File: src/design/bccce_pkg.sv
// Package with encodings, offsets, reset values and shared types of the execution slice.
package bccce_pkg;

  // Opcode masks and patterns of the decoded instructions.
  localparam logic [15:0] OPM_BIT_TEST_SKIP_SET = 16'hf800;
  localparam logic [15:0] OPP_BIT_TEST_SKIP_SET = 16'h9000;
  localparam logic [15:0] OPM_BIT_TOGGLE        = 16'hf800;
  localparam logic [15:0] OPP_BIT_TOGGLE        = 16'h3800;
  localparam logic [15:0] OPM_CALL              = 16'he000;
  localparam logic [15:0] OPP_CALL              = 16'he000;
  localparam logic [15:0] OPM_CLEAR_FILE_REG    = 16'hfe00;
  localparam logic [15:0] OPP_CLEAR_FILE_REG    = 16'h2800;
  localparam logic [15:0] OPM_CLEAR_WATCHDOG    = 16'hffff;
  localparam logic [15:0] OPP_CLEAR_WATCHDOG    = 16'h0004;
  localparam logic [15:0] OPM_COMPLEMENT_FILE   = 16'hfe00;
  localparam logic [15:0] OPP_COMPLEMENT_FILE   = 16'h1200;

  // Field positions inside the instruction word.
  localparam int FLD_FILE_LSB  = 0;
  localparam int FLD_FILE_MSB  = 7;
  localparam int FLD_BIT_LSB   = 8;
  localparam int FLD_BIT_MSB   = 10;
  localparam int FLD_DEST      = 8;
  localparam int FLD_LIT_MSB   = 12;
  localparam int FLD_LIT_HI    = 8;
  localparam int PC_PAGE_LSB   = 13;

  // Register port offsets.
  localparam logic [7:0] OFS_CTRL   = 8'h00;
  localparam logic [7:0] OFS_STATUS = 8'h04;
  localparam logic [7:0] OFS_PC     = 8'h08;
  localparam logic [7:0] OFS_UPC    = 8'h0c;
  localparam logic [7:0] OFS_INSTR  = 8'h10;

  // Control and status field positions.
  localparam int CTRL_RUN      = 0;
  localparam int STAT_ZERO     = 0;
  localparam int STAT_WDT_EXP  = 1;
  localparam int STAT_PWR_DOWN = 2;

  // Reset values, the clear value and the program counter step.
  localparam logic [15:0] RST_PC       = 16'h0000;
  localparam logic [7:0]  RST_UPC      = 8'h00;
  localparam logic [15:0] RST_INSTR    = 16'h0000;
  localparam logic        RST_RUN      = 1'b0;
  localparam logic        RST_FLAG_N   = 1'b1;
  localparam logic [7:0]  CLEAR_VALUE  = 8'h00;
  localparam logic [15:0] PC_STEP      = 16'h0001;

  // Decoded operations of this slice; anything else runs as a no-operation.
  typedef enum logic [2:0] {
    OP_NONE, OP_BTSS, OP_BTG, OP_CALL, OP_CLEAR_FILE_REG, OP_CLEAR_WATCHDOG, OP_COMPLEMENT_FILE_REG
  } bccce_op_t;

  // Bit unit operations.
  typedef enum logic [1:0] {BU_PASS, BU_TOGGLE, BU_CLEAR, BU_INVERT} bccce_bu_t;

  // Request toward the data register file.
  typedef struct packed {
    logic [7:0] addr;
    logic       rd;
    logic       wr;
    logic [7:0] wdata;
  } bccce_file_req_t;

  // Decodes one instruction word into an operation.
  function automatic bccce_op_t bccce_decode(input logic [15:0] w);
    bccce_op_t op;
    op = OP_NONE;
    if ((w & OPM_CALL) == OPP_CALL) op = OP_CALL;
    else if ((w & OPM_BIT_TEST_SKIP_SET) == OPP_BIT_TEST_SKIP_SET) op = OP_BTSS;
    else if ((w & OPM_BIT_TOGGLE) == OPP_BIT_TOGGLE) op = OP_BTG;
    else if ((w & OPM_CLEAR_FILE_REG) == OPP_CLEAR_FILE_REG) op = OP_CLEAR_FILE_REG;
    else if ((w & OPM_CLEAR_WATCHDOG) == OPP_CLEAR_WATCHDOG) op = OP_CLEAR_WATCHDOG;
    else if ((w & OPM_COMPLEMENT_FILE) == OPP_COMPLEMENT_FILE) op = OP_COMPLEMENT_FILE_REG;
    return op;
  endfunction

endpackage

File: src/design/bccce_bit_unit.sv
// Combinational data unit for bit test, toggle, clear and complement.
`timescale 1ns/1ps
module bccce_bit_unit
  import bccce_pkg::*;
(
  // Operand and selection.
  input  wire logic [7:0] operand,
  input  wire logic [2:0] bit_sel,
  input  wire bccce_bu_t  op,
  // Results.
  output logic [7:0]      result,
  output logic            bit_val,
  output logic            is_zero
);

  logic [7:0] mask;

  // Forms the selected bit and the operation result.
  always_comb begin
    mask    = 8'h01 << bit_sel;
    bit_val = operand[bit_sel];
    unique case (op)
      BU_PASS:   result = operand;
      BU_TOGGLE: result = operand ^ mask;
      BU_CLEAR:  result = CLEAR_VALUE;
      BU_INVERT: result = ~operand;
    endcase
    is_zero = (result == CLEAR_VALUE);
  end

endmodule // bccce_bit_unit

File: src/design/bccce_exec.sv
// Execution slice: decodes and runs bit test, toggle, call, clear and complement.
//
// Added by the designer: the address-and-strobe port and the register offsets.
`timescale 1ns/1ps
module bccce_exec
  import bccce_pkg::*;
(
  // Clock and reset.
  input  wire logic             sys_clk,
  input  wire logic             rst_n,
  // Register port.
  input  wire logic [7:0]       reg_addr,
  input  wire logic [31:0]      reg_wdata,
  input  wire logic             reg_wr,
  input  wire logic             reg_rd,
  output logic [31:0]           reg_rdata,
  // Program memory.
  output logic [15:0]           prog_addr,
  input  wire logic [15:0]      instr_word,
  // Data register file.
  output bccce_file_req_t       file_req,
  input  wire logic [7:0]       file_rdata,
  // Working register write.
  output logic                  working_register_wr,
  output logic [7:0]            working_register_wdata,
  // Hardware stack push.
  output logic                  stack_push,
  output logic [15:0]           stack_top_data,
  // Watchdog.
  output logic                  watchdog_timer_clear,
  input  wire logic             watchdog_timeout_evt,
  input  wire logic             sleep_entry_evt,
  // Status flags and upper PC latch.
  output logic                  watchdog_expiry_flag_n,
  output logic                  power_down_flag_n,
  output logic                  zero_flag,
  output logic [7:0]            upper_pc_latch
);

  // Phase pulses.
  logic q1;
  logic q2;
  logic q3;
  logic q4;

  // Fetch and program flow state.
  logic [15:0]     pc_ff;
  logic [15:0]     nxt_pc;
  logic [15:0]     ir_ff;
  logic [15:0]     nxt_ir;
  logic            kill_ff;
  logic            nxt_kill;
  logic [7:0]      upc_ff;
  logic [7:0]      nxt_upc;
  logic            run_ff;
  logic            nxt_run;

  // Execution state.
  bccce_op_t       op;
  bccce_bu_t       bu_op;
  logic [7:0]      bu_result;
  logic            bu_bit;
  logic            bu_zero;
  logic            skip_ff;
  logic            nxt_skip;
  logic            zres_ff;
  logic            nxt_zres;

  // Output registers.
  bccce_file_req_t req_ff;
  bccce_file_req_t nxt_req;
  logic            wwr_ff;
  logic            nxt_wwr;
  logic [7:0]      wdat_ff;
  logic [7:0]      nxt_wdat;
  logic            push_ff;
  logic            nxt_push;
  logic [15:0]     tos_ff;
  logic [15:0]     nxt_tos;
  logic            wclr_ff;
  logic            nxt_wclr;

  // Flags and register port read data.
  logic            zero_ff;
  logic            nxt_zero;
  logic            exp_n_ff;
  logic            nxt_exp_n;
  logic            pd_n_ff;
  logic            nxt_pd_n;
  logic [31:0]     rdata_ff;
  logic [31:0]     nxt_rdata;

  // Phase generator, halted while the run bit is low.
  bccce_phase_gen u_phase (
    .sys_clk (sys_clk),
    .rst_n   (rst_n),
    .run     (run_ff),
    .q1      (q1),
    .q2      (q2),
    .q3      (q3),
    .q4      (q4)
  );

  // A killed word decodes as a no-operation.
  // no register access
  assign op = kill_ff ? OP_NONE : bccce_decode(ir_ff);

  // Selects the data unit operation from the decoded instruction.
  always_comb begin
    unique case (op)
      OP_BTG:  bu_op = BU_TOGGLE;
      OP_CLEAR_FILE_REG: bu_op = BU_CLEAR;
      OP_COMPLEMENT_FILE_REG: bu_op = BU_INVERT;
      default: bu_op = BU_PASS;
    endcase
  end

  // Data unit working on the operand returned by the register file.
  bccce_bit_unit u_bits (
    .operand (file_rdata),
    .bit_sel (ir_ff[FLD_BIT_MSB:FLD_BIT_LSB]),
    .op      (bu_op),
    .result  (bu_result),
    .bit_val (bu_bit),
    .is_zero (bu_zero)
  );

  // Program counter, fetch register, kill marker and upper latch.
  always_comb begin
    nxt_pc   = pc_ff;
    nxt_ir   = ir_ff;
    nxt_kill = kill_ff;
    nxt_upc  = upc_ff;
    if (q4) begin
      nxt_pc   = pc_ff + PC_STEP;
      nxt_ir   = instr_word;
      nxt_kill = 1'b0;
      if (op == OP_BTSS && skip_ff) begin
        nxt_kill = 1'b1;
      end
      if (op == OP_CALL) begin
        nxt_pc   = {pc_ff[15:PC_PAGE_LSB], ir_ff[FLD_LIT_MSB:0]};
        nxt_upc  = {pc_ff[15:PC_PAGE_LSB], ir_ff[FLD_LIT_MSB:FLD_LIT_HI]};
        nxt_kill = 1'b1;
      end
    end
  end

  // Registers program flow state; the first word after reset is discarded.
  always_ff @(posedge sys_clk) begin
    if (!rst_n) begin
      pc_ff   <= RST_PC;
      ir_ff   <= RST_INSTR;
      kill_ff <= 1'b1;
      upc_ff  <= RST_UPC;
    end else begin
      pc_ff   <= nxt_pc;
      ir_ff   <= nxt_ir;
      kill_ff <= nxt_kill;
      upc_ff  <= nxt_upc;
    end
  end

  // Phase work: read strobe in Q2, process in Q3, write strobe in Q4.
  always_comb begin
    nxt_req       = req_ff;
    nxt_req.rd    = 1'b0;
    nxt_req.wr    = 1'b0;
    nxt_wwr       = 1'b0;
    nxt_wdat      = wdat_ff;
    nxt_push      = 1'b0;
    nxt_tos       = tos_ff;
    nxt_wclr      = 1'b0;
    nxt_skip      = skip_ff;
    nxt_zres      = zres_ff;
    if (q1) begin
      nxt_req.addr = ir_ff[FLD_FILE_MSB:FLD_FILE_LSB];
      nxt_req.rd   = (op == OP_BTSS) || (op == OP_BTG) ||
                     (op == OP_CLEAR_FILE_REG) || (op == OP_COMPLEMENT_FILE_REG);
      nxt_skip     = 1'b0;
      if (op == OP_CALL) begin
        nxt_push = 1'b1;
        nxt_tos  = pc_ff;
      end
    end
    // Process in Q3 and stage the Q4 write.
    if (q3) begin
      nxt_req.wdata = bu_result;
      nxt_wdat      = bu_result;
      nxt_zres      = bu_zero;
      unique case (op)
        OP_BTSS: nxt_skip = bu_bit;
        OP_BTG: nxt_req.wr = 1'b1;
        OP_CLEAR_FILE_REG: begin
          nxt_req.wr = 1'b1;
          nxt_wwr    = !ir_ff[FLD_DEST];
        end
        OP_COMPLEMENT_FILE_REG: begin
          nxt_req.wr = ir_ff[FLD_DEST];
          nxt_wwr    = !ir_ff[FLD_DEST];
        end
        OP_CLEAR_WATCHDOG: nxt_wclr = 1'b1;
        default: nxt_skip = 1'b0;
      endcase
    end
  end

  // Registers the phase work outputs.
  always_ff @(posedge sys_clk) begin
    if (!rst_n) begin
      req_ff  <= '0;
      wwr_ff  <= 1'b0;
      wdat_ff <= CLEAR_VALUE;
      push_ff <= 1'b0;
      tos_ff  <= RST_PC;
      wclr_ff <= 1'b0;
      skip_ff <= 1'b0;
      zres_ff <= 1'b0;
    end else begin
      req_ff  <= nxt_req;
      wwr_ff  <= nxt_wwr;
      wdat_ff <= nxt_wdat;
      push_ff <= nxt_push;
      tos_ff  <= nxt_tos;
      wclr_ff <= nxt_wclr;
      skip_ff <= nxt_skip;
      zres_ff <= nxt_zres;
    end
  end

  // Status flags; a timeout or sleep event wins over a same-cycle watchdog clear.
  always_comb begin
    nxt_zero  = zero_ff;
    nxt_exp_n = exp_n_ff;
    nxt_pd_n  = pd_n_ff;
    if (q4 && op == OP_COMPLEMENT_FILE_REG) begin
      nxt_zero = zres_ff;
    end
    if (q4 && op == OP_CLEAR_WATCHDOG) begin
      nxt_exp_n = 1'b1;
      nxt_pd_n  = 1'b1;
    end
    // Events are applied last so that a clear in the same cycle never hides them.
    if (watchdog_timeout_evt) nxt_exp_n = 1'b0;
    if (sleep_entry_evt)      nxt_pd_n  = 1'b0;
  end

  // Registers the flags.
  always_ff @(posedge sys_clk) begin
    if (!rst_n) begin
      zero_ff  <= 1'b0;
      exp_n_ff <= RST_FLAG_N;
      pd_n_ff  <= RST_FLAG_N;
    end else begin
      zero_ff  <= nxt_zero;
      exp_n_ff <= nxt_exp_n;
      pd_n_ff  <= nxt_pd_n;
    end
  end

  // Register port: control write and read data one cycle after the strobe.
  always_comb begin
    nxt_run   = run_ff;
    nxt_rdata = '0;
    if (reg_wr && reg_addr == OFS_CTRL) begin
      nxt_run = reg_wdata[CTRL_RUN];
    end
    if (reg_rd) begin
      unique case (reg_addr)
        OFS_CTRL:   nxt_rdata[CTRL_RUN] = run_ff;
        OFS_STATUS: begin
          nxt_rdata[STAT_ZERO]     = zero_ff;
          nxt_rdata[STAT_WDT_EXP]  = exp_n_ff;
          nxt_rdata[STAT_PWR_DOWN] = pd_n_ff;
        end
        OFS_PC:     nxt_rdata[15:0] = pc_ff;
        OFS_UPC:    nxt_rdata[7:0]  = upc_ff;
        OFS_INSTR:  nxt_rdata[15:0] = ir_ff;
        default:    nxt_rdata = '0;
      endcase
    end
  end

  // Registers the port state; read data stands for one cycle only.
  always_ff @(posedge sys_clk) begin
    if (!rst_n) begin
      run_ff   <= RST_RUN;
      rdata_ff <= '0;
    end else begin
      run_ff   <= nxt_run;
      rdata_ff <= nxt_rdata;
    end
  end

  // Outputs, all from flip-flops.
  assign reg_rdata              = rdata_ff;
  assign prog_addr              = pc_ff;
  assign file_req               = req_ff;
  assign working_register_wr    = wwr_ff;
  assign working_register_wdata = wdat_ff;
  assign stack_push             = push_ff;
  assign stack_top_data         = tos_ff;
  assign watchdog_timer_clear   = wclr_ff;
  assign watchdog_expiry_flag_n = exp_n_ff;
  assign power_down_flag_n      = pd_n_ff;
  assign zero_flag              = zero_ff;
  assign upper_pc_latch         = upc_ff;

endmodule // bccce_exec

File: src/design/bccce_phase_gen.sv
// Four-phase instruction cycle generator giving one-cycle phase pulses.
`timescale 1ns/1ps
module bccce_phase_gen
  import bccce_pkg::*;
(
  // Clock and reset.
  input  wire logic sys_clk,
  input  wire logic rst_n,
  // Phase advance enable.
  input  wire logic run,
  // Phase pulses, one clock each.
  output logic      q1,
  output logic      q2,
  output logic      q3,
  output logic      q4
);

  typedef enum logic [1:0] {PH_Q1, PH_Q2, PH_Q3, PH_Q4} bccce_phase_t;

  bccce_phase_t phase_ff;
  bccce_phase_t nxt_phase;

  // Steps through the four phases while the core runs.
  always_comb begin
    nxt_phase = phase_ff;
    if (run) begin
      unique case (phase_ff)
        PH_Q1: nxt_phase = PH_Q2;
        PH_Q2: nxt_phase = PH_Q3;
        PH_Q3: nxt_phase = PH_Q4;
        PH_Q4: nxt_phase = PH_Q1;
      endcase
    end
  end

  // Registers the phase.
  always_ff @(posedge sys_clk) begin
    if (!rst_n) phase_ff <= PH_Q1;
    else        phase_ff <= nxt_phase;
  end

  // Pulses are gated by run so a halted core does nothing.
  assign q1 = run && (phase_ff == PH_Q1);
  assign q2 = run && (phase_ff == PH_Q2);
  assign q3 = run && (phase_ff == PH_Q3);
  assign q4 = run && (phase_ff == PH_Q4);

endmodule // bccce_phase_gen

File: config.mk
export PLATFORM = sky130hd
export DESIGN_NAME = bccce_exec
export DESIGN_NICKNAME = d
export VERILOG_FILES = /design/src/design/bccce_pkg.sv /design/src/design/bccce_bit_unit.sv /design/src/design/bccce_exec.sv /design/src/design/bccce_phase_gen.sv
export SDC_FILE = /design/constraint.sdc
export NUM_CORES = 1
export LEC_CHECK = 0
export ABC_AREA = 1
export BUFFER_PORTS_ARGS = -buffer_cell sky130_fd_sc_hd__buf_2
export CORE_AREA = 2 2 108 110
export CTS_CLUSTER_DIAMETER = 200
export DETAILED_ROUTE_END_ITERATION = 8
export DIE_AREA = 0 0 110 112
export PLACE_DENSITY = 0.76
export SLEW_MARGIN = 20
export SYNTH_ARGS = -nofsm -noshare
export SYNTH_HDL_FRONTEND = slang
export SYNTH_SLANG_ARGS = --single-unit
File: constraint.sdc
create_clock -name sys_clk -period 2.1 [get_ports sys_clk]
set_clock_uncertainty 0.15 [all_clocks]
set_input_delay 0 -clock sys_clk [delete_from_list [all_inputs] [get_ports sys_clk]]
set_output_delay 0 -clock sys_clk [all_outputs]
set_load 0.02 [all_outputs]
# --- Yosys cells after proc, flatten, opt, wreduce, memory -nomap -nowiden ---
# Cells that the tools add are included.
classes:
  n_lt_le_gt_ge: 1
  shifts: 1
  eq_ne: 22
  bitwise_logic: 3
  n_reduce_logical: 27
  n_addsub: 1
  mux: 28
op_table:
  columns: ["operator", "count"]
  rows:
  - ["8-bit one-hot mux with 4 select lines", 1]
  - ["3-bit two-way mux", 7]
  - ["16-bit by 1-bit adder with 16-bit output (second input constant)", 1]
  - ["16-bit by 3-bit == test with 1-bit output (second input constant)", 1]
  - ["8-bit by 4-bit == test with 1-bit output (second input constant)", 2]
  - ["8-bit zero test", 2]
  - ["2-bit one-hot mux with 4 select lines", 2]
  - ["8-bit one-hot mux with 2 select lines", 1]
  - ["5-bit one-hot mux with 3 select lines", 1]
  - ["13-bit two-way mux", 1]
  - ["3-bit == test (second input constant)", 4]
  - ["2-bit AND reduction", 6]
  - ["1-bit two-way mux", 10]
  - ["2-bit == test (second input constant)", 4]
  - ["8-bit by 3-bit == test with 1-bit output (second input constant)", 1]
  - ["8-bit by 5-bit == test with 1-bit output (second input constant)", 1]
  - ["8-bit NOT", 1]
  - ["1-bit by 3-bit left shift with 8-bit output (first input constant)", 1]
  - ["8-bit bitwise XOR", 1]
  - ["7-bit by 4-bit == test with 1-bit output (second input constant)", 1]
  - ["7-bit by 5-bit == test with 1-bit output (second input constant)", 1]
  - ["1-bit logical AND", 7]
  - ["3-bit by 2-bit == test with 1-bit output (second input constant)", 2]
  - ["2-bit one-hot mux with 3 select lines", 1]
  - ["16 further kinds", 23]
word_totals:
  in_bits: 70
  output_inout_bits: 104
  wordCells: 105
  register_bits: 118

# --- Depth between registers and ports, before layout ---
logic_depth:
  word_depth: 13
  depth_mapped: 16

# --- Modules after synthesis ---
# From an unflattened synthesis, not the netlist that was laid out.
unflattened:
  hier_cells: 779
  area_unflattened_um2: 5165.0
modules_own_cells:
  columns: ["module", "cells_each", "instances", "area_per_inst_um2"]
  rows:
  - ["bccce_exec", 653, 1, 4585.6]
  - ["bccce_bit_unit", 101, 1, 416.6]
  - ["bccce_phase_gen", 25, 1, 162.7]

# --- Worst setup path after synthesis ---
# OpenSTA, ideal clock, no wires.
synth_timing:
  kind: "register -> register"
  start: "register ir_ff[10]"
  end: "register zres_ff"
  t_arrival_ps: 1577
  setup_ps: 131
  slack_ps: 242
  stages_incl_launch_ff: 16
  n_path_buf: 1
  cell_sequence: "dfxtp_1 > buf_4 > inv_4 > nand2_1 > nor2_1 > nand2_1 > nand3_2 > nand2_2 > nor2_2 > nand2_1 > o21ai_0 > nor2_2 > nand2_1 > nor2_1 > nand2_1 > a21oi_2"
synth_via:
  elab_chain_cells: 13
  elab_cells_between_ends: 22
  classes_between: "eq/ne (9); shift (1); mux (9); bitwise (1); reduce/logical (2)"
synth_lines:
  columns: ["item", "line_no", "text"]
  rows:
  - ["start: declaration", "bccce_exec.sv:49", "logic [15:0] ir_ff;"]
  - ["start signal: assignment", "bccce_exec.sv:158", "ir_ff <= nxt_ir;"]
  - ["7-bit by 4-bit == test with 1-bit output", "bccce_pkg.sv:75", "else if ((w & OPM_COMPLEMENT_FILE) == OPP_COMPLEMENT_FILE) op = OP_COMPLEMENT_FILE_REG;"]
  - ["3-bit two-way mux", "bccce_pkg.sv:75", null]
  - ["3-bit two-way mux", "bccce_pkg.sv:74", "else if ((w & OPM_CLEAR_WATCHDOG) == OPP_CLEAR_WATCHDOG) op = OP_CLEAR_WATCHDOG;"]
  - ["3-bit two-way mux", "bccce_pkg.sv:73", "else if ((w & OPM_CLEAR_FILE_REG) == OPP_CLEAR_FILE_REG) op = OP_CLEAR_FILE_REG;"]
  - ["3-bit two-way mux", "bccce_pkg.sv:72", "else if ((w & OPM_BIT_TOGGLE) == OPP_BIT_TOGGLE) op = OP_BTG;"]
  - ["3-bit two-way mux", "bccce_pkg.sv:71", "else if ((w & OPM_BIT_TEST_SKIP_SET) == OPP_BIT_TEST_SKIP_SET) op = OP_BTSS;"]
  - ["3-bit two-way mux", "bccce_pkg.sv:70", "if ((w & OPM_CALL) == OPP_CALL) op = OP_CALL;"]
  - ["3-bit two-way mux", "bccce_exec.sv:106", "assign op = kill_ff ? OP_NONE : bccce_decode(ir_ff);"]
  - ["3-bit == test or 3-bit by 2-bit == test with 1-bit output (tied branches)", "bccce_exec.sv:110", "unique case (op)"]
  - ["2-bit one-hot mux with 3 select lines", "bccce_exec.sv:110", null]
  - ["2-bit == test (tied with other cells)", "bccce_bit_unit.sv:22", "unique case (op)"]
  - ["8-bit one-hot mux with 4 select lines *", "bccce_bit_unit.sv:22", null]
  - ["8-bit zero test *", "bccce_bit_unit.sv:28", "is_zero = (result == CLEAR_VALUE);"]
  - ["end signal: assignment", "bccce_exec.sv:227", "zres_ff <= nxt_zres;"]
  - ["end: declaration", "bccce_exec.sv:66", "logic zres_ff;"]
# Mark *: on every way between the ends. The rest lies on a longest branch, timed or not.
# A chain may end at the register's enable or synchronous reset.

==> metrics.txt <==
critical path's most frequent cell dlygate4sd3_1; sw power 0.855 mW; clk sink count 102; most common cell in the synthesized netlist nand2_1; Tcrit/Tclk final 0.953; routability cong. 0.898; Area Overhead vs Synth 31.5%; most frequent cells after synthesis nand2_1 (104), dfxtp_1 (102), nor2_1 (81); CP arrival 2.14 ns; crit-path max cell delay 0.56 ns; combinational cell fraction of total power 0.054; Int Pwr 3.10 mW; Synth Warn # 0; register area 0.00206 sq mm; GRT Util Overall 0.233; cell count after placement 940; largest net degree at the start of global routing 37; first-pass GRT wire length 22.3 mm; HP Start reg_addr[2]; post-synthesis register bit count 102; Max VDD drop 389 uV; top_reg_cell synth dfxtp_1; Post-synth EDFFs 0; Worst R2R End zres_ff; chip height 112 microns; Crit Path Class in2reg; Layout Nets 923; worst-path cell chain dlygate4sd3_1 > clkbuf_4 > o21ai_0 > dlygate4sd3_1 > a21oi_1 > dlygate4sd3_1; crit end category flip-flop; clk root buf clkbuf_16; Fin. Hold Viols 0; Worst Hold Class in2reg; post-synth top area share 0.413; initial antenna violation count 0; dpl hpwl 10.4 mm; layout cells sized above 1 0.265; Design Power 3.95 mW; Syn Area/Cell 7.29 sq um; drt total wl 14.2 mm; Slew HR 0.625; sequential area share after synthesis 0.413; Slew Viols, Final 0; vias 4964; worst-skew pair later-pin latency 0.34 ns; Row Count 39; Synth area leaders dfxtp_1 (41%), nand2_1 (7.9%), a21oi_1 (7.4%); Critical Path Source Type primary input; Final Util 0.582; static leakage 3.08 nW; Reg clk slew, reported paths 0.07 ns; setup TNS 0 ns; min Tclk post-route 2.00 ns; Num CTS Buffers 9; critical path peak fanout 19; Reg2Reg Setup Slack 0.11 ns; multi-input logic area 0.00236 sq mm; final setup fails 0; via density per instance 4.99; mapped cell area 0.00495 sq mm; Buf+Inv Stages, Crit Path 4; Synth area leader dfxtp_1; Synth Instances 678; Worst Tran Pin Value 0.562 ns; WL per Instance 14.2 microns; Required @ worst endpoint 2.24 ns; die area 0.0123 sq mm; post-route ant nets 0; CTS tree yes; non-filler instance count after layout 995; clock buffer depth 2; Initial DRC Count 424; reg2reg start ir_ff[13]; Clock power frac 0.456; Initial Utilization 0.443; Hold Slack 0.0170 ns; antenna cell count 0; die width 110 microns; Async SR Flop Fraction 0; Top delay family on crit path buffers and inverters; Fill cells 1053; Sw Ratio 0.216; PortBufs 126; Cell Pwr Density 608 mW/mm^2; status finished, final reports clean; total congestion overflow 0; CP Depth 6; # DRC 0; Critical Path Sink run_ff; I/O pins 174; vias in the first global route 4472; # Max-Cap Violations 0; FF-to-FF path depth 14; RSZ-0062 raised after global routing yes; share of power burned in registers 0.490; Crit. Startpoint rst_n; number of H-tree levels 3; Pre-antenna DRT Iters 5; Crit-path slowest cell dlygate4sd3_1; Max Clk Rate 500 MHz; core area 0.0112 sq mm; Netlist cell types 47
-- worst min-delay path by stage --
stage                                        end  slack, ns  cells past startpoint
after floorplan                power_down_flag_n      -0.04                      1
after global placement    watchdog_expiry_flag_n       0.07                      2
after detailed placement       power_down_flag_n       0.08                      2
after CTS                           reg_rdata[3]      0.004                      6
after global routing                reg_rdata[3]       0.03                      5
final                               reg_rdata[3]       0.02                      6
-- sequential cells by signal, summed over array words and instances (netlist names) --
register,cells
watchdog_expiry_flag_n,1
zres_ff,1
upper_pc_latch,8
kill_ff,1
skip_ff,1
ir_ff,16
reg_rdata,16
prog_addr,16
run_ff,1
watchdog_timer_clear,1
u_phase.phase_ff,2
stack_push,1
zero_flag,1
stack_top_data,16
file_req,10
working_register_wr,1
power_down_flag_n,1
working_register_wdata,8
-- kinds of logic after synthesis --
logic type      count (synthesis)  synth area share
flops                         102             0.413
other cells                     1          0.000758
fa+ha+maj                       5            0.0126
simple gates                  255             0.231
compound gates                162             0.184
buf+inv                       138             0.132
xor+xnor                       15            0.0266
-- through the flow --
step                      worst slack [ns]  cell area (sq um)
after floorplan                      0.242               5000
after global placement              0.0766               5710
after detailed placement            0.0103               5710
after CTS                           0.0250               6390
after global routing               -0.0324               6500
final                               0.0980               6500
-- repair_timing --
| action | CTS | global route |
|---|---|---|
| gates resized for setup | 1 | 33 |
| buffers inserted | 0 | 5 |
| hold buffers | 35 | 0 |
| setup endpoints to repair | 1 | 54 |
| pin swaps | 0 | 15 |
| endpoints found under the hold margin | 30 | 0 |
-- power groups by stage --
stage | Clock, mW | Sequential [mW] | Combinational (mW)
3_5_place_dp | 0 | 1.99 | 0.162
6_report | 1.80 | 1.94 | 0.215
2_1_floorplan | 0 | 1.99 | 0.116
3_3_place_gp | 0 | 1.99 | 0.161
5_1_grt | 1.93 | 1.93 | 0.236
4_1_cts | 1.83 | 1.94 | 0.208
-- per-layer routing --
metal  up-vias  GRT usage  part of all wire
met4         0     0.0810             0.026
met5         -          0                 0
met1      2251      0.306              0.44
li1       2513          -                 -
met3        26     0.0451             0.059
met2       174      0.380              0.47
-- placed cells by master, fill, tap and decap left out, types with 5 or more instances in the layout --
master and count:
buf_2 125, nand4_1 5, nor2_2 14, buf_4 33, inv_1 73, xor2_1 13
nand2_4 6, a21oi_1 73, dlygate4sd3_1 35, conb_1 16, nor2_1 74, inv_2 8
dfxtp_1 95, nand2_1 102, o211ai_1 9, ha_1 5, a221oi_1 5, nand3_1 32
o21ai_0 50, clkbuf_16 9, nand3b_1 5
-- worst reg2reg max path, cell delays in order (launching register included) --
cell     delay, ns
dfxtp_4       0.37
nor2_2        0.14
nand2_1       0.08
nor2_2        0.11
nand2_2       0.09
nand2_4       0.09
nor2_2        0.06
buf_4         0.17
nand3_1       0.08
nand2_1       0.06
nor2_2        0.13
nand3_1       0.10
nor2_1        0.11
nand2_1       0.07
a21oi_2       0.12
-- cell type report --
class	instances	area share
Sequential cell	102	0.317
Multi-Input combinational cell	453	0.362
Timing Repair Buffer	196	0.193
Clock buffer	10	0.0367
Tap cell	143	0.0275
Clock inverter	5	0.0127
Inverter	86	0.0508
Note: power is estimated with default switching activity, not from simulation.
